--- config.mk ---
export PLATFORM = sky130hd
export DESIGN_NAME = pulse_train_capture
export DESIGN_NICKNAME = d
export VERILOG_FILES = /design/src/pulse_train_capture_pkg.sv /design/src/pulse_train_capture.sv
export SDC_FILE = /design/constraint.sdc
export NUM_CORES = 1
export LEC_CHECK = 0
export BUFFER_PORTS_ARGS = -buffer_cell sky130_fd_sc_hd__buf_2
export CAP_MARGIN = 10
export CORE_MARGIN = 4
export CORE_UTILIZATION = 45
export DETAILED_ROUTE_END_ITERATION = 7
export GPL_TIMING_DRIVEN = 0
export PLACE_DENSITY_LB_ADDON = 0.25
export SYNTH_ARGS = -nofsm -noshare
export SYNTH_HDL_FRONTEND = slang
export SYNTH_SLANG_ARGS = --single-unit
--- constraint.sdc ---
create_clock -name mclk -period 4 [get_ports mclk]
set_clock_uncertainty 0.1 [all_clocks]
set_input_delay 0.6 -clock mclk [delete_from_list [all_inputs] [get_ports mclk]]
set_output_delay 0.6 -clock mclk [all_outputs]
set_load 0.02 [all_outputs]
--- src/pulse_train_capture_pkg.sv ---
package pulse_train_capture_pkg;

  // Rates of the system clock and of the measurement timebase
  localparam int unsigned CLK_HZ = 50_000_000;
  localparam int unsigned TICK_HZ = 7_372_800;
  localparam int ACC_W = 26;
  localparam logic [ACC_W-1:0] ACC_CLK = ACC_W'(CLK_HZ);
  localparam logic [ACC_W-1:0] ACC_STEP = ACC_W'(TICK_HZ);
  localparam logic [ACC_W-1:0] ACC_RESET = 26'h0000000;

  // Width codes
  localparam int WIDTH_W = 16;
  localparam logic [WIDTH_W-1:0] WIDTH_MIN = 16'h0001;
  localparam logic [WIDTH_W-1:0] WIDTH_TIMEOUT = 16'hFFFF;
  localparam logic [WIDTH_W-1:0] WIDTH_LAST_COUNT = 16'hFFFE;
  localparam logic [WIDTH_W-1:0] COUNT_RESET = 16'h0000;

  // Edge select encoding
  localparam logic EDGE_FALL = 1'b0;
  localparam logic EDGE_RISE = 1'b1;

  localparam int FIFO_DEPTH = 16;

  typedef enum logic [1:0] {
    ST_IDLE = 2'b00,
    ST_ARM = 2'b01,
    ST_MEAS = 2'b11
  } cap_state_e;

  // One stored interval: the level that was measured and its width
  typedef struct packed {
    logic level;
    logic [WIDTH_W-1:0] width;
  } width_entry_s;

  localparam int ENTRY_W = $bits(width_entry_s);

endpackage : pulse_train_capture_pkg

--- src/pulse_train_capture.sv ---
`timescale 1ns/1ps

module width_fifo #(
  parameter int WIDTH = 17,
  parameter int DEPTH = 16
) (
  input wire logic mclk,
  input wire logic arst_n,
  input wire logic in_valid,
  output logic in_ready,
  input wire logic [WIDTH-1:0] in_data,
  output logic out_valid,
  input wire logic out_ready,
  output logic [WIDTH-1:0] out_data
);

  localparam int AW = $clog2(DEPTH);

  typedef struct packed {
    logic [DEPTH-1:0][WIDTH-1:0] mem;
    logic [AW-1:0] wp;
    logic [AW-1:0] rp;
    logic [AW:0] cnt;
    logic full;
    logic ov;
    logic [WIDTH-1:0] od;
  } fifo_state_s;

  fifo_state_s r;
  fifo_state_s n;
  logic push;
  logic load;

  always_comb
  begin
    n = r;
    push = in_valid && !r.full;
    // Output word is a register; it refills as soon as it is taken
    load = (r.cnt != '0) && (!r.ov || out_ready);
    if (push)
    begin
      n.mem[r.wp] = in_data;
      n.wp = AW'(r.wp + 1'b1);
    end
    if (load)
    begin
      n.od = r.mem[r.rp];
      n.rp = AW'(r.rp + 1'b1);
      n.ov = 1'b1;
    end
    else if (out_ready)
    begin
      n.ov = 1'b0;
    end
    n.cnt = (AW + 1)'(r.cnt + {{AW{1'b0}}, push} - {{AW{1'b0}}, load});
    n.full = (n.cnt == (AW + 1)'(DEPTH));
  end

  always_ff @(posedge mclk or negedge arst_n)
  begin
    if (!arst_n)
      r <= '0;
    else
      r <= n;
  end

  assign in_ready = !r.full;
  assign out_valid = r.ov;
  assign out_data = r.od;

endmodule : width_fifo

// Fractional divider: on average STEP ticks per MODULUS clocks, so tick
// spacing jitters by one clock but the rate never drifts.
// ACC_W must hold MODULUS + STEP without wrapping.
module tick_divider #(
  parameter int ACC_W = pulse_train_capture_pkg::ACC_W,
  parameter logic [ACC_W-1:0] STEP = pulse_train_capture_pkg::ACC_STEP,
  parameter logic [ACC_W-1:0] MODULUS = pulse_train_capture_pkg::ACC_CLK
) (
  input wire logic mclk,
  input wire logic arst_n,
  input wire logic restart,
  output logic tick
);

  typedef struct packed {
    logic [ACC_W-1:0] acc;
  } div_state_s;

  div_state_s r;
  div_state_s n;
  logic [ACC_W-1:0] sum;

  always_comb
  begin
    n = r;
    sum = r.acc + STEP;
    tick = (sum >= MODULUS);
    if (restart)
      n.acc = ACC_W'(pulse_train_capture_pkg::ACC_RESET);
    else if (tick)
      n.acc = sum - MODULUS;
    else
      n.acc = sum;
  end

  always_ff @(posedge mclk or negedge arst_n)
  begin
    if (!arst_n)
      r <= '0;
    else
      r <= n;
  end

endmodule : tick_divider

// Summary of operation
// [RULE_01] Edge select 0 arms the capture on a falling edge, 1 on a rising edge.
// [RULE_02] Widths are counted in ticks of a 7 372 800 Hz timebase.
// [RULE_03] Stored widths are unsigned 16-bit counts from 1 to 65 535.
// [RULE_04] Nothing is recorded before the start edge, which is awaited forever.
// [RULE_05] A timed-out interval is stored as 65 535.
// [RULE_06] Each timed-out interval alone gets 65 535; others keep their count, except that a count of 0 is stored as 1.
// [RULE_07] High and low intervals alternate in order from the start edge, except that the interval after a timeout keeps its level.
// [RULE_08] Completion is flagged only once the requested count is stored.
// [RULE_09] The requester leaves the timer to this block while it captures.
// [RULE_10] A count reaching 65 535 without an edge times out and restarts.
module pulse_train_capture #(
  parameter int FIFO_DEPTH = pulse_train_capture_pkg::FIFO_DEPTH,
  // Count after which the next tick ends the interval as a timeout
  parameter logic [15:0] LAST_COUNT = pulse_train_capture_pkg::WIDTH_LAST_COUNT
) (
  input wire logic mclk,
  input wire logic arst_n,
  input wire logic start,
  input wire logic start_edge_select,
  input wire logic [15:0] pulse_count,
  input wire logic cap_in,
  output logic busy,
  output logic done,
  output logic overrun,
  output logic width_valid,
  input wire logic width_ready,
  output pulse_train_capture_pkg::width_entry_s width_array
);

  typedef struct packed {
    pulse_train_capture_pkg::cap_state_e st;
    logic edge_sel;
    logic prev;
    logic level;
    logic [15:0] cnt;
    logic [15:0] target;
    logic [15:0] issued;
    logic [15:0] stored;
    logic hv;
    pulse_train_capture_pkg::width_entry_s hd;
    logic busy;
    logic done;
    logic ovr;
  } cap_state_s;

  cap_state_s r;
  cap_state_s n;
  logic tick;
  logic restart;
  logic rise;
  logic fall;
  logic fifo_ready;
  logic emit;
  logic accepted;
  pulse_train_capture_pkg::width_entry_s entry;
  logic [pulse_train_capture_pkg::ENTRY_W-1:0] fifo_out;

  always_comb
  begin
    n = r;
    n.done = 1'b0;
    n.prev = cap_in;
    emit = 1'b0;
    entry = r.hd;
    rise = cap_in && !r.prev;
    fall = !cap_in && r.prev;
    restart = 1'b0;

    // A held entry drains into the FIFO before anything else
    accepted = r.hv && fifo_ready;
    if (accepted)
    begin
      n.hv = 1'b0;
      n.stored = r.stored + 16'h0001;
      if (n.stored == r.target) // [RULE_08]
      begin
        n.st = pulse_train_capture_pkg::ST_IDLE;
        n.busy = 1'b0;
        n.done = 1'b1;
      end
    end

    unique case (r.st)
      pulse_train_capture_pkg::ST_IDLE:
      begin
        if (start)
        begin
          n.target = pulse_count;
          n.edge_sel = start_edge_select;
          n.issued = pulse_train_capture_pkg::COUNT_RESET;
          n.stored = pulse_train_capture_pkg::COUNT_RESET;
          n.ovr = 1'b0;
          if (pulse_count == 16'h0000)
            n.done = 1'b1;
          else
          begin
            n.st = pulse_train_capture_pkg::ST_ARM;
            n.busy = 1'b1;
          end
        end
      end
      pulse_train_capture_pkg::ST_ARM:
      begin
        // No timeout here: a start edge that never comes keeps us waiting
        if ((r.edge_sel == pulse_train_capture_pkg::EDGE_RISE) ? rise
            : fall) // [RULE_01] [RULE_04]
        begin
          n.st = pulse_train_capture_pkg::ST_MEAS;
          n.cnt = pulse_train_capture_pkg::COUNT_RESET;
          n.level = cap_in; // [RULE_07]
          // Tick phase starts over at the start edge
          restart = 1'b1;
        end
      end
      pulse_train_capture_pkg::ST_MEAS:
      begin
        if (cap_in != r.prev)
        begin
          emit = 1'b1;
          entry.level = r.level;
          // An edge before the first tick still reports the least width
          entry.width = (r.cnt == pulse_train_capture_pkg::COUNT_RESET) ?
            pulse_train_capture_pkg::WIDTH_MIN : r.cnt; // [RULE_03]
          n.level = cap_in; // [RULE_07]
          n.cnt = pulse_train_capture_pkg::COUNT_RESET;
        end
        else if (tick &&
                 r.cnt == LAST_COUNT) // [RULE_10]
        begin
          emit = 1'b1;
          entry.level = r.level;
          entry.width = pulse_train_capture_pkg::WIDTH_TIMEOUT; // [RULE_05] [RULE_06]
          n.cnt = pulse_train_capture_pkg::COUNT_RESET;
        end
        else if (tick)
        begin
          n.cnt = r.cnt + 16'h0001;
        end
      end
      default:
      begin
        n.st = pulse_train_capture_pkg::ST_IDLE;
        n.busy = 1'b0;
      end
    endcase

    // Intervals beyond the requested count are not recorded
    if (emit && r.issued != r.target)
    begin
      if (n.hv)
        // Previous entry still blocked by a full FIFO: this one is lost
        n.ovr = 1'b1;
      else
      begin
        n.hv = 1'b1;
        n.hd = entry;
        n.issued = r.issued + 16'h0001;
      end
    end
  end

  always_ff @(posedge mclk or negedge arst_n)
  begin
    if (!arst_n)
    begin
      r <= '0;
      r.st <= pulse_train_capture_pkg::ST_IDLE;
    end
    else
      r <= n;
  end

  tick_divider #(
    .ACC_W(pulse_train_capture_pkg::ACC_W),
    .STEP(pulse_train_capture_pkg::ACC_STEP),
    .MODULUS(pulse_train_capture_pkg::ACC_CLK)
  ) u_tick ( // [RULE_02]
    .mclk(mclk),
    .arst_n(arst_n),
    .restart(restart),
    .tick(tick)
  );

  width_fifo #(
    .WIDTH(pulse_train_capture_pkg::ENTRY_W),
    .DEPTH(FIFO_DEPTH)
  ) u_fifo (
    .mclk(mclk),
    .arst_n(arst_n),
    .in_valid(r.hv),
    .in_ready(fifo_ready),
    .in_data(r.hd),
    .out_valid(width_valid),
    .out_ready(width_ready),
    .out_data(fifo_out)
  );

  assign width_array = pulse_train_capture_pkg::width_entry_s'(fifo_out);
  assign busy = r.busy;
  assign done = r.done;
  assign overrun = r.ovr;

endmodule : pulse_train_capture

**Yosys cells after proc, flatten, opt, wreduce, memory -nomap -nowiden**

Index checks and enable logic that the tools add are counted.

- $lt $le $gt $ge: 4
- Add/sub/neg operators: 9
- Multiplexer cells: 47
- Bitwise operators: 1
- Equal/unequal tests: 10
- Reduce and logical (&&, ||, !) cells: 24

Operator list:

| operator | count |
|---|---|
| 272-bit bitwise mux | 1 |
| 17-bit 2-to-1 mux | 8 |
| 16-bit 2-to-1 mux | 6 |
| 17-bit binary-select mux with 4-bit select | 1 |
| 17-bit demux with 4-bit select | 1 |
| 32-bit 2-to-1 mux | 2 |
| 26-bit 2-to-1 mux | 2 |
| 16-bit by 1-bit adder with 16-bit output (second input constant) | 3 |
| 17-bit case mux with 2 select lines | 1 |
| 16-bit logical NOT | 2 |
| 26-bit by 23-bit adder with 26-bit output (second input constant) | 1 |
| 26-bit greater-or-equal comparator (second input constant) | 1 |
| 26-bit subtractor (second input constant) | 1 |
| 18-bit 2-to-1 mux | 1 |
| 16-bit equality test | 1 |
| 16-bit equality test (second input constant) | 1 |
| 16-bit != test | 1 |
| 2-bit 2-to-1 mux | 7 |
| 1-bit 2-to-1 mux | 13 |
| 4-bit by 5-bit < comparator with 1-bit output (second input constant) | 2 |
| 4-bit by 1-bit adder with 4-bit output (second input constant) | 2 |
| 1-bit logical AND | 7 |
| 3-bit 2-to-1 mux | 2 |
| 2-bit case mux with 3 select lines | 1 |
| 20 further kinds | 27 |

- Input port bits: 22
- Output and inout bits: 21
- Bits in registers: 420

**Depth between registers and ports, before layout**

- Depth in word-level cells: 9
- Gate-level depth with buffers: 17
- Mapped depth without buffers: 16

**Modules after synthesis**

From an unflattened synthesis, not the netlist that was laid out.

- Cells, all modules: 1592
- Area total of the unflattened synthesis: 20399.6 sq um

Modules (own cells, without submodules):

| module | times used | cells each | area an instance (sq um) |
|---|---|---|---|
| width_fifo | 1 | 883 | 13894.6 |
| pulse_train_capture | 1 | 549 | 5052.3 |
| tick_divider | 1 | 160 | 1452.6 |

**Least setup slack after synthesis**

Ideal clock, no wire load.

- Path kind: register -> register
- From: register u_fifo.r[21] (netlist name)
- To: register u_fifo.r[18] (netlist name)
- Path buffers: 1
- Data arrival time: 2.791 ns
- Stages on the path, launching flop included: 18
- Slack: 1.008 ns
- Path through: dfrtp_1 -> inv_1 -> ha_1 -> nor4b_1 -> a21oi_1 -> clkbuf_1 -> ha_1 -> inv_1 -> ha_1 -> inv_1 -> fa_1 -> inv_1 -> a21oi_1 -> nor2_1 -> nor2_1 -> xnor2_1 -> nand2b_1 -> nor4_1

RTL lines:

| element | RTL line | text |
|---|---|---|
| from (decl) | pulse_train_capture.sv:29 | `fifo_state_s r;` |
| from (signal assigned) | pulse_train_capture.sv:64 | `r <= n;` |

==> qor.txt <==
Initial antenna violation count -> 0
Synth async-reset ratio -> 1.00
PortBufs -> 42
FF-to-FF setup slack -> 0.39 ns
Clock latency on the worst-skew pair -> 0.57 ns
H-tree depth -> 2
Number of DRC markers in iteration 0 -> 785
Final hold vios -> 0
Tcrit/Tclk final -> 0.903
Non-filler cells, final -> 2255
Final setup fails -> 0
Via/cell ratio -> 5.61
Utilization after layout -> 0.517
Relative slew slack -> 0.248
Ys Warns -> 0
Die H -> 218 um
First-pass iteration count of the detailed router -> 5
Worst R2R Start -> u_fifo.r[21]
CTS buffer count -> 44
Share of cells above drive strength 1 -> 0.331
First-pass GRT wire length -> 74900 um
Grt ovf -> 0
Commonest non-fill, non-tap cells in the layout -> 413 x dfrtp_1, 295 x mux2_2, 129 x nand2_1
Min Clock Period, post-route -> 3.61 ns
Std cell rows -> 76
Final WL -> 46700 um
Leakage -> 0.0104 uW
Sequential share of the synthesized area -> 0.519
Placed Instances -> 2172
Antenna Nets Post-Route -> 0
Hold Path Class -> input port to flop
CTS tree -> done
Max-slew violations -> 0
Storage cell area -> 0.0103 mm2
Drt wl/cell -> 20.7 um
Hold EP -> r[86]
Total Nets Final -> 1680
Root Driver -> clkbuf_16
R2R cell count -> 17
F_max -> 277 MHz
Number of global-route vias before repair -> 13100
Area of the multi-input gates -> 0.00895 mm2
RSZ-0062 raised after global routing -> no
Ports -> 43
Ys flop type -> dfrtp_1
Mapped cell area -> 0.0199 mm2
ANT cells -> 0
Post-Syn Area per Cell -> 12.9 um2
Drc violations -> 0
CP Capture Type -> flop
Post CTS Setup Buffer Count -> 0
Worst vdd ir -> 430 uV
Die Width -> 218 um
Worst hold path cell count -> 1
Vias -> 12600
Filler cells -> 3792
Post-Syn Nets -> 1586
Crit path DAT -> 3.98 ns
Crit Path Max Fanout -> 10
Status -> finished clean
CP Launch Type -> flop
Area Growth Syn to Fin -> 12.7%
GRT Total Usage -> 0.201
Flops & latches, synth -> 413
Hpwl dp -> 30900 um
Hold WS -> 0.0656 ns
Total core area -> 0.0435 mm2
Worst-Margin Slew -> 1.13 ns
Initial Utilization -> 0.458
Mapped Cells -> 1542
# clock sinks -> 413
Met1 Resource Use GR -> 0.281
P per Cell Area -> 768 mW/mm2
CP required -> 4.36 ns
Deepest clock path buffer count -> 3
Distinct cell type count after synthesis -> 71
Largest net degree at the start of global routing -> 123
Max-cap violations -> 0
Gpl congestion -> 0.831
GR Util met2 -> 0.333
Post-synth EDFFs -> 0
Clk pin slew, worst setup/hold paths -> 0.06 ns
Commonest non-fill, non-tap cell in the layout -> dfrtp_1
Critical hold path startpoint -> cap_in
Most Crowded Layer GR -> met2
Die area -> 0.0477 mm2
Worst Path Class, Setup -> flop to flop
FF-to-FF End -> u_fifo.r[18]
Met3 GRT Util -> 0.0355
## Yosys cell counts, drive strengths merged (2+ instances only)
| master | number | share of area |
|---|---|---|
| nor3b | 5 | 0.0019 |
| and4 | 7 | 0.0032 |
| a221o | 2 | 0.0010 |
| and3 | 13 | 0.0041 |
| xor2 | 29 | 0.013 |
| mux4 | 85 | 0.096 |
| a31oi | 13 | 0.0048 |
| a21boi | 4 | 0.0015 |
| a211oi | 4 | 0.0020 |
| o31ai | 3 | 0.0011 |
| a41oi | 2 | 0.00088 |
| nor3 | 21 | 0.0055 |
| mux2 | 295 | 0.17 |
| or4 | 2 | 0.00094 |
| xnor2 | 62 | 0.027 |
| inv | 27 | 0.0051 |
| clkbuf | 69 | 0.013 |
| nand4 | 27 | 0.0085 |
| nand3 | 33 | 0.0083 |
| buf | 45 | 0.013 |
| or3 | 8 | 0.0025 |
| a211o | 5 | 0.0022 |
| o21ai | 44 | 0.011 |
| o21bai | 2 | 0.00075 |
| mux2i | 3 | 0.0015 |
| and2 | 3 | 0.00094 |
| nor4b | 4 | 0.0018 |
| nor2b | 3 | 0.00094 |
| nor4 | 17 | 0.0064 |
| nand2b | 5 | 0.0016 |
| nand2 | 129 | 0.024 |
| dfrtp | 413 | 0.52 |
| a2bb2oi | 2 | 0.00088 |
| or2 | 6 | 0.0019 |
| a21o | 5 | 0.0019 |
| ha | 21 | 0.013 |
| a21oi | 25 | 0.0063 |
| nor2 | 82 | 0.016 |
## critical path, cell delays in order, from the launching register on
cell and delay, ns:
dfrtp_1 0.36, inv_1 0.06, ha_1 0.18, nor4b_1 0.15, a21oi_1 0.55, clkbuf_2 0.46, ha_1 0.29, inv_1 0.05
ha_1 0.15, inv_1 0.06, fa_1 0.39, inv_1 0.07, a21oi_1 0.06, nor2_1 0.08, nor2_1 0.05, xnor2_1 0.18
nand2b_1 0.09, nor4_1 0.17
## repair_timing
action,4_1_cts,5_1_grt
endpoints found under the setup margin,0,1
hold buffers,1,0
gates resized for setup,0,2
endpoints found under the hold margin,85,0
## how the worst max path moves through the flow
stage / startpoint / endpoint
CTS: u_fifo.r[21] / u_fifo.r[18]
floorplan: u_fifo.r[21] / u_fifo.r[18]
finish: u_fifo.r[21] / u_fifo.r[18]
global placement: arst_n / u_fifo.out_valid
detailed placement: u_fifo.r[21] / u_fifo.r[18]
global route: u_fifo.r[21] / u_fifo.r[18]
## per-stage QoR
| step | power (uW) | setup TNS [ns] | setup WS (ns) | cell area, um2 |
|---|---|---|---|---|
| floorplan | 11300 | 0 | 1.01 | 19900 |
| CTS | 17400 | 0 | 0.00181 | 22400 |
| global placement | 13000 | -2445.16 | -5.96 | 20900 |
| finish | 17200 | 0 | 0.388 | 22400 |
| global route | 18300 | 0 | 0.0757 | 22400 |
| detailed placement | 13200 | 0 | 0.0282 | 21000 |
## metal layers
layer | wire length, um | share of wire
met1 | 21200 | 0.45
met5 | 0 | 0
met4 | 895 | 0.019
met3 | 1850 | 0.040
met2 | 22800 | 0.49
## power breakdown
part / leakage, uW / switching (uW) / internal (uW)
sequential: 0.00548 / 1100 / 5700
clock: 0.000706 / 1700 / 2420
combinational: 0.00421 / 3160 / 3160
total: 0.0104 / 5960 / 11300
## layout make-up
type                    count  area share
well taps                 585      0.0326
multi-input cells         987       0.399
inverters                  28     0.00468
plain buffers             114      0.0235
clock inverters            15     0.00769
repair buffers             48      0.0153
clock buffers              65      0.0571
flip-flops and latches    413       0.460
## kinds of logic after synthesis
logic type / synth area share
adder cells (fa/ha/maj): 0.0142
XOR/XNOR: 0.0400
AO/OA/AOI/OAI: 0.0415
multiplexers: 0.264
flip-flops: 0.519
AND/OR/NAND/NOR: 0.0893
buffers and inverters: 0.0317
## sequential cells by signal (all words and copies together), names as in the netlist
signal	cells
u_fifo.out_valid	1
u_fifo.out_data	17
u_tick.r	19
done	1
busy	1
overrun	1
u_fifo.r	286
r	87
Note: power is estimated with default switching activity, not from simulation.
